===== src/rba_defines.svh =====
/*
  Constants for the ready/busy aggregator host controller: card register
  offsets, field positions, command layout and access timing.
  Assumes a 100 MHz system clock and an attribute-memory style card port.
*/
// Overview of operation
// - Host enters fast mode: set all masks, write 01H, write 01H again.
// - Mode set and acknowledge clear are separate writes, never one.
// - In fast mode host unmasks a device only after starting its operation.
// - After each completion host writes 01H to the mode register to re-arm.
`ifndef RBA_DEFINES_SVH
`define RBA_DEFINES_SVH

// Card register offsets
`define RBA_CARD_STATUS     15'h4100
`define RBA_SLEEP_CTRL      15'h4118
`define RBA_SLEEP_RSVD      15'h411A
`define RBA_MASK_LOW        15'h4120
`define RBA_MASK_MID        15'h4122
`define RBA_MASK_HIGH       15'h4124
`define RBA_READY_LOW       15'h4130
`define RBA_READY_MID       15'h4132
`define RBA_READY_HIGH      15'h4134
`define RBA_MODE_REG        15'h4140

// Card register values
`define RBA_MASK_ALL        8'hFF
`define RBA_MASK_HIGH_ALL   8'h0F
`define RBA_MODE_HP_VALUE   8'h01
`define RBA_MODE_BIT        0

// Host register byte addresses
`define RBA_HOST_CMD        8'h00
`define RBA_HOST_STATUS     8'h04
`define RBA_HOST_CTRL       8'h08

// Command word fields
`define RBA_CMD_DATA_LSB    0
`define RBA_CMD_ADDR_LSB    8
`define RBA_CMD_OP_LSB      24

// Status and control word fields
`define RBA_ST_BUSY         0
`define RBA_ST_READY        1
`define RBA_ST_HP           2
`define RBA_ST_ACKPEND      3
`define RBA_ST_RDATA_LSB    8
`define RBA_ST_RISES_LSB    16
`define RBA_CTRL_AUTO_ACK   0

// Timing
`define RBA_CLK_MHZ         100
`define RBA_ACCESS_NS       150
// Three pin stages plus the agreement register, and one cycle for a data bit that resolves late
`define RBA_SYNC_LAT        5
`define RBA_ACCESS_CYC      ((`RBA_ACCESS_NS * `RBA_CLK_MHZ + 999) / 1000)
`define RBA_STROBE_CYC      (`RBA_ACCESS_CYC + `RBA_SYNC_LAT)

// Length of the fast-mode entry sequence
`define RBA_HP_STEPS        5

`endif


===== src/rba_pkg.sv =====
/*
  Types for the ready/busy aggregator host controller.
  Assumes rba_defines.svh is available on the include path.
*/
package rba_pkg;

  typedef enum logic [1:0] {
    RBA_OP_READ,
    RBA_OP_WRITE,
    RBA_OP_HP_ENTER,
    RBA_OP_ACK
  } rba_op_t;

  typedef struct packed {
    rba_op_t     op;
    logic [14:0] addr;
    logic [7:0]  data;
  } rba_cmd_t;

  typedef struct packed {
    logic        reg_n;
    logic        ce_n;
    logic        oe_n;
    logic        we_n;
    logic [14:0] addr;
    logic [7:0]  data;
    logic        data_oe;
  } rba_pins_t;

endpackage


===== src/rba_host_ctrl.sv =====
/*
  Host-side controller for a flash card ready/busy aggregator.
  Software issues card register reads and writes, the fast-mode entry
  sequence and acknowledge writes through a small register port; the
  controller runs attribute-memory cycles on the card pins.
  Assumes the card pins are asynchronous and the card ready pin is high when ready.
*/
`include "rba_defines.svh"

module rba_host_ctrl #(
  parameter int unsigned STROBE_CYC = `RBA_STROBE_CYC
) (
  // Clock, reset, enable
  input  wire logic              i_clk,
  input  wire logic              i_arst_n,
  input  wire logic              i_ce,
  // Software register port
  input  wire logic [7:0]        i_addr,
  input  wire logic [31:0]       i_wdata,
  input  wire logic              i_wr,
  input  wire logic              i_rd,
  output logic      [31:0]       o_rdata,
  // Card pins
  output rba_pkg::rba_pins_t     o_pins,
  input  wire logic [7:0]        i_card_data,
  input  wire logic              i_card_ready
);
  import rba_pkg::*;

  localparam int unsigned CW = $clog2(STROBE_CYC + 1);

  typedef enum logic [1:0] {
    RBA_IDLE,
    RBA_SETUP,
    RBA_STROBE,
    RBA_HOLD
  } rba_state_t;

  rba_state_t  state;
  rba_cmd_t    cur;
  rba_cmd_t    sw_cmd;
  logic [2:0]  step;
  logic [CW-1:0] cnt;
  logic        hp_mode;
  logic        auto_ack;
  logic        ack_pend;
  logic [7:0]  last_rd;
  logic [7:0]  rises;
  logic [7:0]  data_sync;
  logic        ready_sync;
  logic        ready_prev;
  logic        ready_rise;
  logic        sw_start;
  logic        ack_launch;

  // Fixed card writes of the fast-mode entry sequence
  function automatic rba_cmd_t seq_cmd(input logic [2:0] s);
    rba_cmd_t c;
    c.op = RBA_OP_WRITE;
    unique case (s)
      3'h0: begin
        c.addr = `RBA_MASK_LOW;
        c.data = `RBA_MASK_ALL;
      end
      3'h1: begin
        c.addr = `RBA_MASK_MID;
        c.data = `RBA_MASK_ALL;
      end
      3'h2: begin
        c.addr = `RBA_MASK_HIGH;
        c.data = `RBA_MASK_HIGH_ALL;
      end
      default: begin
        c.addr = `RBA_MODE_REG;
        c.data = `RBA_MODE_HP_VALUE;
      end
    endcase
    return c;
  endfunction

  function automatic rba_cmd_t ack_cmd();
    rba_cmd_t c;
    c.op   = RBA_OP_WRITE;
    c.addr = `RBA_MODE_REG;
    c.data = `RBA_MODE_HP_VALUE;
    return c;
  endfunction

  // Ready idles high, so its stages start high and reset shows no rise
  rba_sync #(
    .WIDTH   (9),
    .RST_VAL (9'h100)
  ) u_sync (
    .i_clk    (i_clk),
    .i_arst_n (i_arst_n),
    .i_ce     (i_ce),
    .i_d      ({i_card_ready, i_card_data}),
    .o_q      ({ready_sync, data_sync})
  );

  // A spare bit sits between card address and op, so the fields are picked one by one
  assign sw_cmd     = rba_cmd_t'({i_wdata[`RBA_CMD_OP_LSB+1:`RBA_CMD_OP_LSB],
                                  i_wdata[`RBA_CMD_ADDR_LSB+14:`RBA_CMD_ADDR_LSB],
                                  i_wdata[`RBA_CMD_DATA_LSB+7:`RBA_CMD_DATA_LSB]});
  assign sw_start   = i_wr && (i_addr == `RBA_HOST_CMD) && (state == RBA_IDLE);
  assign ack_launch = !sw_start && (state == RBA_IDLE) && ack_pend;
  assign ready_rise = ready_sync && !ready_prev;

  // Card access sequencer; commands arriving while busy are dropped
  always_ff @(posedge i_clk or negedge i_arst_n) begin
    if (!i_arst_n) begin
      state   <= RBA_IDLE;
      cur     <= '0;
      step    <= '0;
      cnt     <= '0;
      last_rd <= '0;
      hp_mode <= 1'b0;
      o_pins  <= '{reg_n: 1'b1, ce_n: 1'b1, oe_n: 1'b1, we_n: 1'b1, addr: '0, data: '0, data_oe: 1'b0};
    end else if (i_ce) begin
      unique case (state)
        RBA_IDLE: begin
          if (sw_start) begin
            state <= RBA_SETUP;
            if (sw_cmd.op == RBA_OP_HP_ENTER) begin
              cur  <= seq_cmd(3'h0); // masks first, then mode, then ack
              step <= 3'h1;
            end else if (sw_cmd.op == RBA_OP_ACK) begin
              cur <= ack_cmd();
            end else begin
              cur <= sw_cmd; // unmasking after start is software's duty
            end
          end else if (ack_launch) begin
            state <= RBA_SETUP;
            cur   <= ack_cmd(); // re-arm after a completion
          end
        end
        RBA_SETUP: begin
          o_pins.reg_n   <= 1'b0;
          o_pins.ce_n    <= 1'b0;
          o_pins.addr    <= cur.addr;
          o_pins.data    <= cur.data;
          o_pins.data_oe <= (cur.op == RBA_OP_WRITE);
          o_pins.oe_n    <= (cur.op == RBA_OP_WRITE);
          o_pins.we_n    <= (cur.op != RBA_OP_WRITE);
          cnt            <= '0;
          state          <= RBA_STROBE;
        end
        RBA_STROBE: begin
          cnt <= cnt + 1'b1;
          // Strobe covers access time plus synchroniser delay on read data
          if (cnt == CW'(STROBE_CYC - 1)) begin
            o_pins.oe_n <= 1'b1;
            o_pins.we_n <= 1'b1;
            if (cur.op == RBA_OP_READ) begin
              last_rd <= data_sync;
            end
            if (cur.op == RBA_OP_WRITE && cur.addr == `RBA_MODE_REG) begin
              hp_mode <= cur.data[`RBA_MODE_BIT];
            end
            state <= RBA_HOLD;
          end
        end
        RBA_HOLD: begin
          o_pins.ce_n    <= 1'b1;
          o_pins.reg_n   <= 1'b1;
          o_pins.data_oe <= 1'b0;
          // Mode set and ack clear always go out as two separate writes
          if (step != 3'h0 && step < 3'(`RBA_HP_STEPS)) begin
            cur   <= seq_cmd(step);
            step  <= step + 3'h1;
            state <= RBA_SETUP;
          end else begin
            step  <= 3'h0;
            state <= RBA_IDLE;
          end
        end
      endcase
    end
  end

  // Card ready edge tracking; in fast mode each rise is one completion
  always_ff @(posedge i_clk or negedge i_arst_n) begin
    if (!i_arst_n) begin
      ready_prev <= 1'b1;
      rises      <= '0;
    end else if (i_ce) begin
      ready_prev <= ready_sync;
      if (ready_rise) begin
        rises <= rises + 8'h01;
      end
    end
  end

  // Automatic acknowledge request; a new rise wins over the launch clear
  always_ff @(posedge i_clk or negedge i_arst_n) begin
    if (!i_arst_n) begin
      ack_pend <= 1'b0;
    end else if (i_ce) begin
      if (ready_rise && hp_mode && auto_ack) begin
        ack_pend <= 1'b1;
      end else if (ack_launch) begin
        ack_pend <= 1'b0;
      end
    end
  end

  // Software control register
  always_ff @(posedge i_clk or negedge i_arst_n) begin
    if (!i_arst_n) begin
      auto_ack <= 1'b0;
    end else if (i_ce && i_wr && i_addr == `RBA_HOST_CTRL) begin
      auto_ack <= i_wdata[`RBA_CTRL_AUTO_ACK];
    end
  end

  // Read data stand one cycle after the strobe, zero otherwise
  always_ff @(posedge i_clk or negedge i_arst_n) begin
    if (!i_arst_n) begin
      o_rdata <= '0;
    end else if (i_ce) begin
      o_rdata <= '0;
      if (i_rd) begin
        unique case (i_addr)
          `RBA_HOST_STATUS: begin
            o_rdata[`RBA_ST_BUSY]                       <= (state != RBA_IDLE);
            o_rdata[`RBA_ST_READY]                      <= ready_sync;
            o_rdata[`RBA_ST_HP]                         <= hp_mode;
            o_rdata[`RBA_ST_ACKPEND]                    <= ack_pend;
            o_rdata[`RBA_ST_RDATA_LSB+7:`RBA_ST_RDATA_LSB] <= last_rd;
            o_rdata[`RBA_ST_RISES_LSB+7:`RBA_ST_RISES_LSB] <= rises;
          end
          `RBA_HOST_CTRL: begin
            o_rdata[`RBA_CTRL_AUTO_ACK] <= auto_ack;
          end
          default: begin
            o_rdata <= '0;
          end
        endcase
      end
    end
  end

endmodule


===== src/rba_sync.sv =====
/*
  Three-stage synchroniser for card pins.
  The output follows only when the second and third stages agree.
  Assumes inputs are asynchronous to i_clk.
*/
module rba_sync #(
  parameter int unsigned      WIDTH   = 1,
  parameter logic [WIDTH-1:0] RST_VAL = '0
) (
  // Clock and reset
  input  wire logic             i_clk,
  input  wire logic             i_arst_n,
  input  wire logic             i_ce,
  // Data
  input  wire logic [WIDTH-1:0] i_d,
  output logic      [WIDTH-1:0] o_q
);
  import rba_pkg::*;

  logic [WIDTH-1:0] s1;
  logic [WIDTH-1:0] s2;
  logic [WIDTH-1:0] s3;

  always_ff @(posedge i_clk or negedge i_arst_n) begin
    if (!i_arst_n) begin
      // Reset to the pin's idle level so no false edge follows reset
      s1 <= RST_VAL;
      s2 <= RST_VAL;
      s3 <= RST_VAL;
    end else if (i_ce) begin
      s1 <= i_d;
      s2 <= s1;
      s3 <= s2;
    end
  end

  // Per bit, a change counts only once two stages agree
  always_ff @(posedge i_clk or negedge i_arst_n) begin
    if (!i_arst_n) begin
      o_q <= RST_VAL;
    end else if (i_ce) begin
      o_q <= (~(s2 ^ s3) & s3) | ((s2 ^ s3) & o_q);
    end
  end

endmodule

===== config.mk =====
export PLATFORM = sky130hd
export DESIGN_NAME = rba_host_ctrl
export DESIGN_NICKNAME = d
export VERILOG_FILES = /design/src/rba_pkg.sv /design/src/rba_host_ctrl.sv /design/src/rba_sync.sv
export VERILOG_INCLUDE_DIRS = /design/src
export SDC_FILE = /design/constraint.sdc
export NUM_CORES = 1
export LEC_CHECK = 0
export BUFFER_PORTS_ARGS = -buffer_cell sky130_fd_sc_hd__buf_2
export CAP_MARGIN = 40
export CORE_AREA = 2 2 119 121
export DETAILED_ROUTE_END_ITERATION = 12
export DIE_AREA = 0 0 121 123
export MAX_ROUTING_LAYER = met4
export PLACE_DENSITY = 0.71
export SETUP_SLACK_MARGIN = 0.15
export SKIP_LAST_GASP = 1
export SYNTH_ARGS = -nofsm -noshare
export SYNTH_HDL_FRONTEND = slang
export SYNTH_SLANG_ARGS = --single-unit

===== constraint.sdc =====
create_clock -name i_clk -period 2.1 [get_ports i_clk]
set_input_delay 0.21 -clock i_clk [delete_from_list [all_inputs] [get_ports i_clk]]
set_output_delay 0.21 -clock i_clk [all_outputs]
set_load 0.02 [all_outputs]

# After elaboration in Yosys (flattened, before gate mapping)
# Cells that the tools add are included.
[word_totals]
reg_bits = 151
input_bits = 54
output_inout_bits = 60
elab_cells = 111
[op_classes]
add_sub_neg = 3
n_lt_le_gt_ge = 1
eq_ne = 18
mux = 26
n_bitwise = 5
n_reduce_logical = 34
[op_table]
columns = ["operator", "n"]
rows = [
  ["$mux W25", 5],
  ["$pmux W25 S2", 1],
  ["$pmux W15 S3", 1],
  ["$mux W24", 1],
  ["$and A9 B9 Y9", 2],
  ["$mux W16", 1],
  ["$reduce_and A4 Y1", 4],
  ["$eq A15 B15 Y1 const B", 1],
  ["$mux W3", 4],
  ["$logic_and A1 B1 Y1", 11],
  ["$pmux W5 S2", 1],
  ["$reduce_and A2 Y1", 5],
  ["$reduce_bool A2 Y1", 5],
  ["$not A9 Y9", 1],
  ["$or A9 B9 Y9", 1],
  ["$xor A9 B9 Y9", 1],
  ["$add A8 B1 Y8 const B", 1],
  ["$eq A2 B2 Y1 const B", 4],
  ["$eq A8 B3 Y1 const B", 1],
  ["$eq A8 B4 Y1 const B", 1],
  ["$logic_not A8 Y1", 1],
  ["$pmux W2 S2", 2],
  ["$pmux W2 S4", 1],
  ["$mux W2", 3],
  ["other kinds (18)", 28],
]

# Longest topological paths before layout
# Gate-level depths: netlist (run 1).
[logic_depth]
ltp_word = 9
mapped_depth = 7
ltp_nobuf = 6

# By module
# A second synthesis (run 1) with hierarchy kept.
[hier_totals]
hier_cells = 494
area_unflattened_um2 = 6143.4
[by_module_without_submodules]
columns = ["module", "n_inst", "cells_per_inst", "area_each_um2", "seq_area_each_um2"]
rows = [
  ["rba_host_ctrl", 1, 399, 4670.7, 2557.5],
  ["rba_sync", 1, 95, 1472.7, 905.9],
]

# Worst setup path before layout (run 1)
# Ideal clock, no wire load.
[synth_timing]
path_kind = "input to register"
startpoint = "in i_addr[1]"
endpoint = "reg cur[10] (netlist bit)"
setup_ns = 0.125
arrival_ns = 2.208
required_time_ns = 1.975
slack_ns = -0.233
stages = 6
path_buffers = 2
path_cell_list = "or4_1 buf_2 or4_4 a22oi_4 buf_12 mux2_4"
[synth_between]
elab_chain_cells = 8
word_cells_on_any_way = 10
classes_between = "1 x eq/ne; 2 x mux; 7 x reduce/logical"
[synth_lines]
columns = ["element", "line", "rtl"]
rows = [
  ["from (decl)", "rba_host_ctrl.sv:18", "input wire logic [7:0] i_addr,"],
  ["$logic_not A8 Y1 (no source line) (*)", "--", ""],
  ["$logic_and A1 B1 Y1 (*) (2 in series)", "rba_host_ctrl.sv:105", "assign sw_start = i_wr && (i_addr == `RBA_HOST_CMD) && (state == RBA_IDLE);"],
  ["$logic_not A1 Y1", "rba_host_ctrl.sv:106", "assign ack_launch = !sw_start && (state == RBA_IDLE) && ack_pend;"],
  ["$logic_and A1 B1 Y1 (2 in series)", "rba_host_ctrl.sv:106", ""],
  ["$ne A3 B3 Y1 (no source line)", "--", ""],
  ["$reduce_and A4 Y1 (no source line)", "--", ""],
  ["to (signal assigned)", "rba_host_ctrl.sv:125", "cur <= seq_cmd(3'h0);"],
  ["to (signal assigned)", "rba_host_ctrl.sv:128", "cur <= ack_cmd();"],
  ["to (signal assigned)", "rba_host_ctrl.sv:130", "cur <= sw_cmd;"],
  ["to (decl)", "rba_host_ctrl.sv:40", "rba_cmd_t cur;"],
]
# Every way passes the cells marked *; elsewhere a longest branch is shown, timed or not.
# A chain may end at the register's enable or synchronous reset.

# Worst setup path in the final report (run 1)
[layout_timing]
startpoint = "reg state[1]"
endpoint = "reg cur[14] (netlist bit)"
[layout_between]
elab_chain_cells = 7
word_cells_on_any_way = 12
classes_between = "3 x eq/ne; 2 x mux; 7 x reduce/logical"
[layout_lines]
columns = ["element", "line", "rtl"]
rows = [
  ["from (decl)", "rba_host_ctrl.sv:39", "rba_state_t state;"],
  ["from (signal assigned)", "rba_host_ctrl.sv:112", "state <= RBA_IDLE;"],
  ["from (signal assigned)", "rba_host_ctrl.sv:123", "state <= RBA_SETUP;"],
  ["from (signal assigned)", "rba_host_ctrl.sv:133", "state <= RBA_SETUP;"],
  ["$logic_not A2 Y1", "rba_host_ctrl.sv:105, rba_host_ctrl.sv:106, rba_host_ctrl.sv:120", ""],
  ["$logic_and A1 B1 Y1", "rba_host_ctrl.sv:105", ""],
  ["$logic_not A1 Y1", "rba_host_ctrl.sv:106", ""],
  ["$logic_and A1 B1 Y1 (2 in series)", "rba_host_ctrl.sv:106", ""],
  ["$ne A3 B3 Y1 (no source line)", "--", ""],
  ["$reduce_and A4 Y1 (no source line)", "--", ""],
]
# Several ways; a longest one is shown, not always the timed one.

==> summary.md, run 1 <==
| Metric | Value |
|---|---|
| Most used DFF post-synth | dfrtp_1 |
| Post-synth ARST share | 100% |
| Via count | 4154 |
| Crit Path Category | reg2reg |
| Synth Area in Compound Gates | 11.2% |
| Relative slew slack | 67.1% |
| Critical path capture point type | register |
| Worst-path cell chain | inv_2, ha_4, or3b_4, nor4_4, buf_6, a211oi_2, mux2_4 |
| Worst Skew | 10.1 ps |
| # DRC | 0 |
| DIE HEIGHT | 123 µm |
| Dpl hpwl | 8840 µm |
| GPL Wtd Cong | 0.780 |
| Max stage delay on crit path | 420 ps |
| Max-slew violation count | 0 |
| Critical path startpoint category | register |
| #FFs+latches synth | 138 |
| Initial DRC Count | 212 |
| Area growth syn-to-layout | 27.6% |
| Dominant cell type by area after synthesis | dfrtp_1 |
| # IOs | 114 |
| Share of layout cells above drive strength 1 | 41.8% |
| # setup viols final | 0 |
| Worst slew pin tran | 487 ps |
| First-pass GRT wire length | 21400 µm |
| Post-DRT Antenna Nets | 0 |
| Worst Min Path Start | i_card_data[4] |
| Critical-path maximum fanout | 6 |
| P per Cell Area | 1240 nW/µm² |
| Final worst slack | 157 ps |
| WL final | 13100 µm |
| PortBufs | 94 |
| Mux contribution to synthesized area | 14.8% |
| Vias in the first global route | 4282 |
| Routed length per placed instance | 16.1 µm |
| Die width | 121 µm |
| Grt total ovfl | 0 |
| Top-area cell type share of the netlist area | 53.8% |
| Yosys Warn Count | 0 |
| Vias per cell | 5.10 |
| Pre-CTS setup slack | -203 ps |
| Slowest-stage cell, CP | dfrtp_1 |
| Reg-to-reg endpoint | cur[14] |
| R2r setup slk | 160 ps |
| Register clock-pin slew on the reported worst setup and hold paths | 60 ps |
| Largest net degree at the start of global routing | 58 |
| Synthesized cell area | 6050 µm² |
| Top Family by Delay on Critical Path | simple AND/OR/NAND/NOR gates |
| Post-Synth Simple-Gate Area | 8.31% |
| Root buffer cell | clkbuf_16 |
| Die area | 14900 µm² |
| Global router's overall resource usage | 19.2% |
| Largest family of logic cells by synthesized area | multiplexers |
| Cells after Synth | 487 |
| Met2 Use GR | 30.2% |
| Synthesized area per cell | 12.4 µm² |
| Xor/xnor share of the synthesized area | 1.01% |
| TritonCTS Buffers | 17 |
| Worst Hold Margin | 22.9 ps |
| WP data arrival | 2240 ps |
| Initial antenna violation count | 0 |
| Adder-cell area share of the yosys netlist | 2.28% |
| Leak | 0.00373 µW |
| Clock buffer depth | 2 |
| Core area | 13600 µm² |
| Worst Hold End | u_sync.s1[4] |
| Outcome | complete, no violations |
| CP bufs+invs | 2 |
| Row Count | 43 |
| GRT met3 Usage | 4.75% |
| Required @ worst endpoint | 2400 ps |
| Synth unique cells | 53 |
| Seq/Total Area, Yosys | 57.2% |
| RSZ-0062 raised after global routing | true |
| Max Cap Viol | 0 |
| Crit path time final | 1940 ps |
| Latest clock arrival within the worst-skew pair | 420 ps |
| M1 GR Usage | 23.2% |
| GR peak layer | met2 |
| EDFF count, synth | 0 |
| Period utilisation layout | 92.5% |
| Final hold violation count | 0 |
| TritonCTS clock tree | done |
| Maximum vdd drop | 0.000636 V |
| # nets final | 684 |
| Cells on worst reg2reg path | 7 |
| WHS Path Cells | 2 |
| Clock H-tree levels | 4 |
| Hold WC Path Type | in2reg |
| Clock sinks | 138 |
| Detailed-router iteration count before antenna repair | 4 |
| Starting Density | 44.4% |
| Area contributors post-synth | dfrtp_1 (54%), mux2_2 (11%), dfstp_2 (3.5%), a22o_1 (3.3%), o21ai_0 (3.1%) |
| Crit Reg-Reg Startpoint | state[1] |
| Maximum clock frequency | 0.515 GHz |
-- metal layers --
metal	wire [µm]	vias to the layer above
li1	-	1985
met1	5730	2064
met2	6610	89
met3	484	16
met4	266	0
met5	0	-
-- layout make-up --
class | instances | area (µm²)
sequential | 138 | 3460
multi-input combinational | 297 | 2410
clock inverter | 15 | 181
antenna | 3 | 7.51
clock buffer | 17 | 425
inverter | 28 | 105
tap | 180 | 225
fill | 1102 | 5890
timing repair buffer | 137 | 895
-- state kept, by name, indices dropped and copies added (netlist names), named ones only --
signal / count
cnt: 5
u_sync.s1: 9
ready_prev: 1
state: 2
o_pins: 27
last_rd: 8
cur: 25
rises: 8
hp_mode: 1
u_sync.s3: 9
u_sync.s2: 9
step: 3
o_rdata: 20
ack_pend: 1
auto_ack: 1
-- logic make-up (layout without fill, tap and decap cells) --
kind of cell	after synthesis	after routing
simple gates	92	92
other cells	1	15
compound gates	98	98
mux	77	77
fa+ha+maj	11	11
xor+xnor	7	7
buf+inv	63	197
flops	138	138
-- cell usage after synthesis, types with 2 or more instances --
cell / count
xnor2_1: 5
o21ai_0: 38
dfstp_2: 8
nor4_2: 2
a211oi_1: 2
a22o_1: 23
ha_1: 11
o31ai_1: 2
mux2i_1: 9
nand2_1: 31
nand3_1: 9
mux2_2: 58
nand4_1: 2
dfrtp_1: 130
inv_1: 28
or4_1: 2
a211o_1: 9
nor4b_1: 2
nor3b_1: 2
xor2_1: 2
nor2b_1: 5
nor4_1: 4
or3_1: 2
a21o_1: 2
nor2_1: 10
buf_4: 13
a2bb2oi_1: 2
nand2b_1: 10
mux2_4: 10
clkbuf_1: 18
buf_2: 2
a21oi_1: 11
nand3b_1: 2
nor3_1: 2
-- worst max path at each step --
| stage | to | depth (start not counted) | start | slack [ps] |
|---|---|---|---|---|
| 2_1_floorplan | cur[10] | 6 | i_addr[1] | -190 |
| 3_3_place_gp | cur[7] | 6 | i_addr[1] | -170 |
| 3_5_place_dp | cur[12] | 7 | i_addr[1] | -200 |
| 4_1_cts | cur[23] | 7 | state[1] | 80 |
| 5_1_grt | cur[14] | 8 | state[1] | 90 |
| 6_report | cur[14] | 7 | state[1] | 160 |
-- power breakdown --
| part | leakage [µW] | internal (µW) | total (µW) | switching [µW] |
|---|---|---|---|---|
| logic | 0.00170 | 1400 | 2860 | 1460 |
| registers | 0.00174 | 3270 | 3690 | 421 |
| clock network | 0.000293 | 1800 | 3050 | 1250 |
-- layout by cell type (no fill, tap or decap), drive strengths merged, types with 6 or more instances in the layout --
master,synthesis,final
o21ai,38,38
dfrtp,130,130
nor4,6,6
mux2,68,68
nand2,31,31
a22o,23,23
nand3,9,9
a211o,9,9
conb,1,12
nand2b,10,10
mux2i,9,9
nor2,10,10
clkbuf,18,18
inv,28,36
dfstp,8,8
buf,17,134
ha,11,11
a21oi,11,11
-- repair_timing --
action	in CTS	in global routing
hold endpoints to repair	39	1
cloned	1	1
gates resized for setup	18	11
hold buffers	1	1
setup endpoints to repair	33	33
buffers inserted	7	4
pin swaps	11	7
-- per-stage QoR --
stage | instance area (µm²) | std cells | total power [µW] | util [%] | TNS, ps
global placement | 6850 | 765 | 6190 | 50.3 | -3470
CTS | 7600 | 806 | 9540 | 55.8 | 0
floorplan | 6100 | 498 | 5480 | - | -2830
global route | 7710 | 812 | 10100 | 56.7 | 0
finish | 7720 | 815 | 9600 | 56.7 | 0
detailed placement | 6850 | 765 | 6330 | 50.3 | -4320
No activity file was read; power rests on OpenSTA's default activity.
==> run 2: changes to the inputs <==
--- a/config.mk
+++ b/config.mk
@@ -7,11 +7,12 @@
 export NUM_CORES = 1
 export LEC_CHECK = 0
+export ABC_AREA = 1
 export BUFFER_PORTS_ARGS = -buffer_cell sky130_fd_sc_hd__buf_2
 export CAP_MARGIN = 40
-export CORE_AREA = 2 2 119 121
+export CORE_AREA = 2 2 122 124
 export DETAILED_ROUTE_END_ITERATION = 12
-export DIE_AREA = 0 0 121 123
+export DIE_AREA = 0 0 124 126
 export MAX_ROUTING_LAYER = met4
-export PLACE_DENSITY = 0.71
+export PLACE_DENSITY = 0.7
 export SETUP_SLACK_MARGIN = 0.15
 export SKIP_LAST_GASP = 1
==> constraint.sdc (replaced) <==
create_clock -name i_clk -period 2.1 [get_ports i_clk]
set_input_delay 0.21 -clock i_clk [delete_from_list [all_inputs] [get_ports i_clk]]
set_output_delay 0.21 -clock i_clk [all_outputs]
set_load 0.01 [all_outputs]
==> run 2 against run 1 <==
Net effect:
- sequential share of layout area rose by 0.39 points
- final cell count increased by 25%
- via count increased by 19%
- clock power about the same
- clock skew fell by 2.7 ps
- utilization fell by 3.3 points
- critical endpoint is now cnt[4]
==> summary.md, run 2 <==
| Metric | Value |
|---|---|
| Outcome | complete, no violations |
| Placed insts | 977 |
| DP Area | 6960 µm² |
| Period utilisation layout | 84.2% |
| Latest clock arrival within the worst-skew pair | 420 ps |
| Antenna diodes | 0 |
| Register clock-pin slew on the reported worst setup and hold paths | 60 ps |
| Vias per cell | 4.85 |
| Critical-path maximum fanout | 7 |
| Required @ worst endpoint | 2390 ps |
| Crit Path Category | reg2reg |
| # setup viols final | 0 |
| WP data arrival | 2060 ps |
| PortBufs | 94 |
| Core area | 14300 µm² |
| Die area | 15600 µm² |
| Routed length per placed instance | 13.2 µm |
| First-pass GRT wire length | 22900 µm |
| Synth top cells by count | nand2_1 (246), dfrtp_1 (130), inv_1 (54) |
| Dominant cell type by area after synthesis | dfrtp_1 |
| DIE HEIGHT | 126 µm |
| Initial DRC Count | 312 |
| Synthesized area per cell | 8.87 µm² |
| Biggest regs | o_pins (27), cur (25), o_rdata (20) |
| Area contributors post-synth | dfrtp_1 (51%), nand2_1 (15%), o21ai_0 (3.4%), dfstp_2 (3.3%), inv_1 (3.2%) |
| Hold WC Path Type | in2reg |
| RSZ-0062 raised after global routing | false |
| Synth unique cells | 39 |
| # DRC | 0 |
| Cells after Synth | 716 |
| Worst slew pin tran | 585 ps |
| Hold-fix buffers, CTS | 9 |
| Clock buffer depth | 2 |
| P per Cell Area | 1120 nW/µm² |
| # resized after CTS | 0 |
| # IOs | 114 |
| Detailed-router iteration count before antenna repair | 5 |
| Largest register by flop count | o_pins |
| Global router's overall resource usage | 19.4% |
| Maximum vdd drop | 0.000692 V |
| Starting Density | 44.4% |
| Worst Skew | 7.39 ps |
| Vias in the first global route | 4793 |
| Synthesized cell area | 6350 µm² |
| # nets final | 886 |
| EDFF count, synth | 0 |
| Post-synth ARST share | 100% |
| Row Count | 44 |
| Leak | 0.00400 µW |
| Commonest non-fill, non-tap cell in the layout | nand2_1 |
| TritonCTS Buffers | 17 |
| Most used DFF post-synth | dfrtp_1 |
| Critical path startpoint category | register |
| Setup TNS | 0 ps |
| Fillers | 1352 |
| Share of layout cells above drive strength 1 | 22.2% |
| TritonCTS clock tree | done |
| Relative slew slack | 61.0% |
| Final instance area | 7650 µm² |
| Initial antenna violation count | 0 |
| #FFs+latches synth | 138 |
| Yosys Warn Count | 0 |
| Area growth syn-to-layout | 20.4% |
| Dpl hpwl | 9350 µm |
| Clock sinks | 138 |
| Max-slew violation count | 0 |
| Most frequent cells in the layout | nand2_1 (246), dfrtp_1 (130), buf_2 (93), inv_1 (53), o21ai_0 (43) |
| Crit path time final | 1770 ps |
| Post-CTS setup buffers | 0 |
| Pre-CTS setup slack | 354 ps |
| Post-DRT Antenna Nets | 0 |
| Max Cap Viol | 0 |
| Top-area cell type share of the netlist area | 51.2% |
| Most common cell in the netlist | nand2_1 |
| Final worst slack | 332 ps |
| Clock H-tree levels | 4 |
| Largest net degree at the start of global routing | 58 |
| Root buffer cell | clkbuf_16 |
| Via count | 4935 |
| Seq/Total Area, Yosys | 54.5% |
| WL final | 13400 µm |
| Die width | 124 µm |
| Critical path capture point type | register |
| Maximum clock frequency | 0.566 GHz |
| Final hold violation count | 0 |
| Finished Layout Cells | 1018 |
| Largest register FFs | 27 |
| Grt total ovfl | 0 |
| GPL Wtd Cong | 0.904 |
run 2: changes by cell type after synthesis, sizes merged, moves of 10 or more:
cell,change
inv,+32
buf,+20
nor2,+36
nand2b,-10
nand3,+16
nand4,+25
a22o,-13
clkbuf,-13
o21ai,+26
nand2,+221
mux2,-67
run 2: per-stage QoR:
step	hold WS (ps)	total power, µW	util, %
CTS	0.837	8640	53.4
global placement	201	5500	48.6
floorplan	-85.6	4940	-
global route	17.3	9130	53.4
detailed placement	201	5560	48.6
finish	12.3	8570	53.4
run 2: cell families after synthesis:
kind of cell | after synthesis | synth area share, %
AO/OA/AOI/OAI | 93 | 8.66
XOR/XNOR | 7 | 0.965
adder cells (fa/ha/maj) | 11 | 2.17
buffers and inverters | 103 | 7.96
flip-flops | 138 | 54.5
multiplexers | 1 | 0.177
other | 1 | 0.0590
AND/OR/NAND/NOR | 362 | 25.5
run 2: power breakdown:
| part | total (µW) | internal [µW] | switching (µW) |
|---|---|---|---|
| Combinational | 2060 | 727 | 1340 |
| Clock | 3040 | 1870 | 1170 |
| Sequential | 3460 | 3130 | 331 |
run 2: cell type report:
class | instances | area [µm²] | area share [%]
Multi-Input combinational cell | 486 | 2430 | 31.7
Clock buffer | 18 | 429 | 5.61
Sequential cell | 138 | 3460 | 45.3
Timing Repair Buffer | 117 | 697 | 9.11
Tap cell | 184 | 230 | 3.01
Clock inverter | 14 | 173 | 2.26
Inverter | 61 | 230 | 3.01
run 2: path summary, 6_finish.rpt:
check,slack (ps),start,to,depth (start not counted)
worst max-delay path,330,state[1],cnt[4],8
worst min-delay path,10,i_card_data[2],u_sync.s1[2],3
worst max register to register,330,state[1],cnt[4],8
worst min register to register,460,u_sync.s1[8],u_sync.s2[8],2
max in group asynchronous,1040,i_arst_n,o_rdata[19],3
min in group asynchronous,310,i_arst_n,u_sync.s1[7],2
run 2: critical path, stage by stage (launching register included):
cell and delay, ps:
dfrtp_1 420, inv_1 110, ha_1 340, nand2_2 110, inv_1 210, nand3_1 120, nor2_1 140, nand2_1 60
nor3b_2 140
run 2: layer usage:
layer	up-vias	track usage, %	wire length [µm]
met3	30	4.08	679
met2	136	27.9	5940
li1	2502	-	-
met4	0	7.87	337
met1	2267	26.9	6470
met5	-	-	0
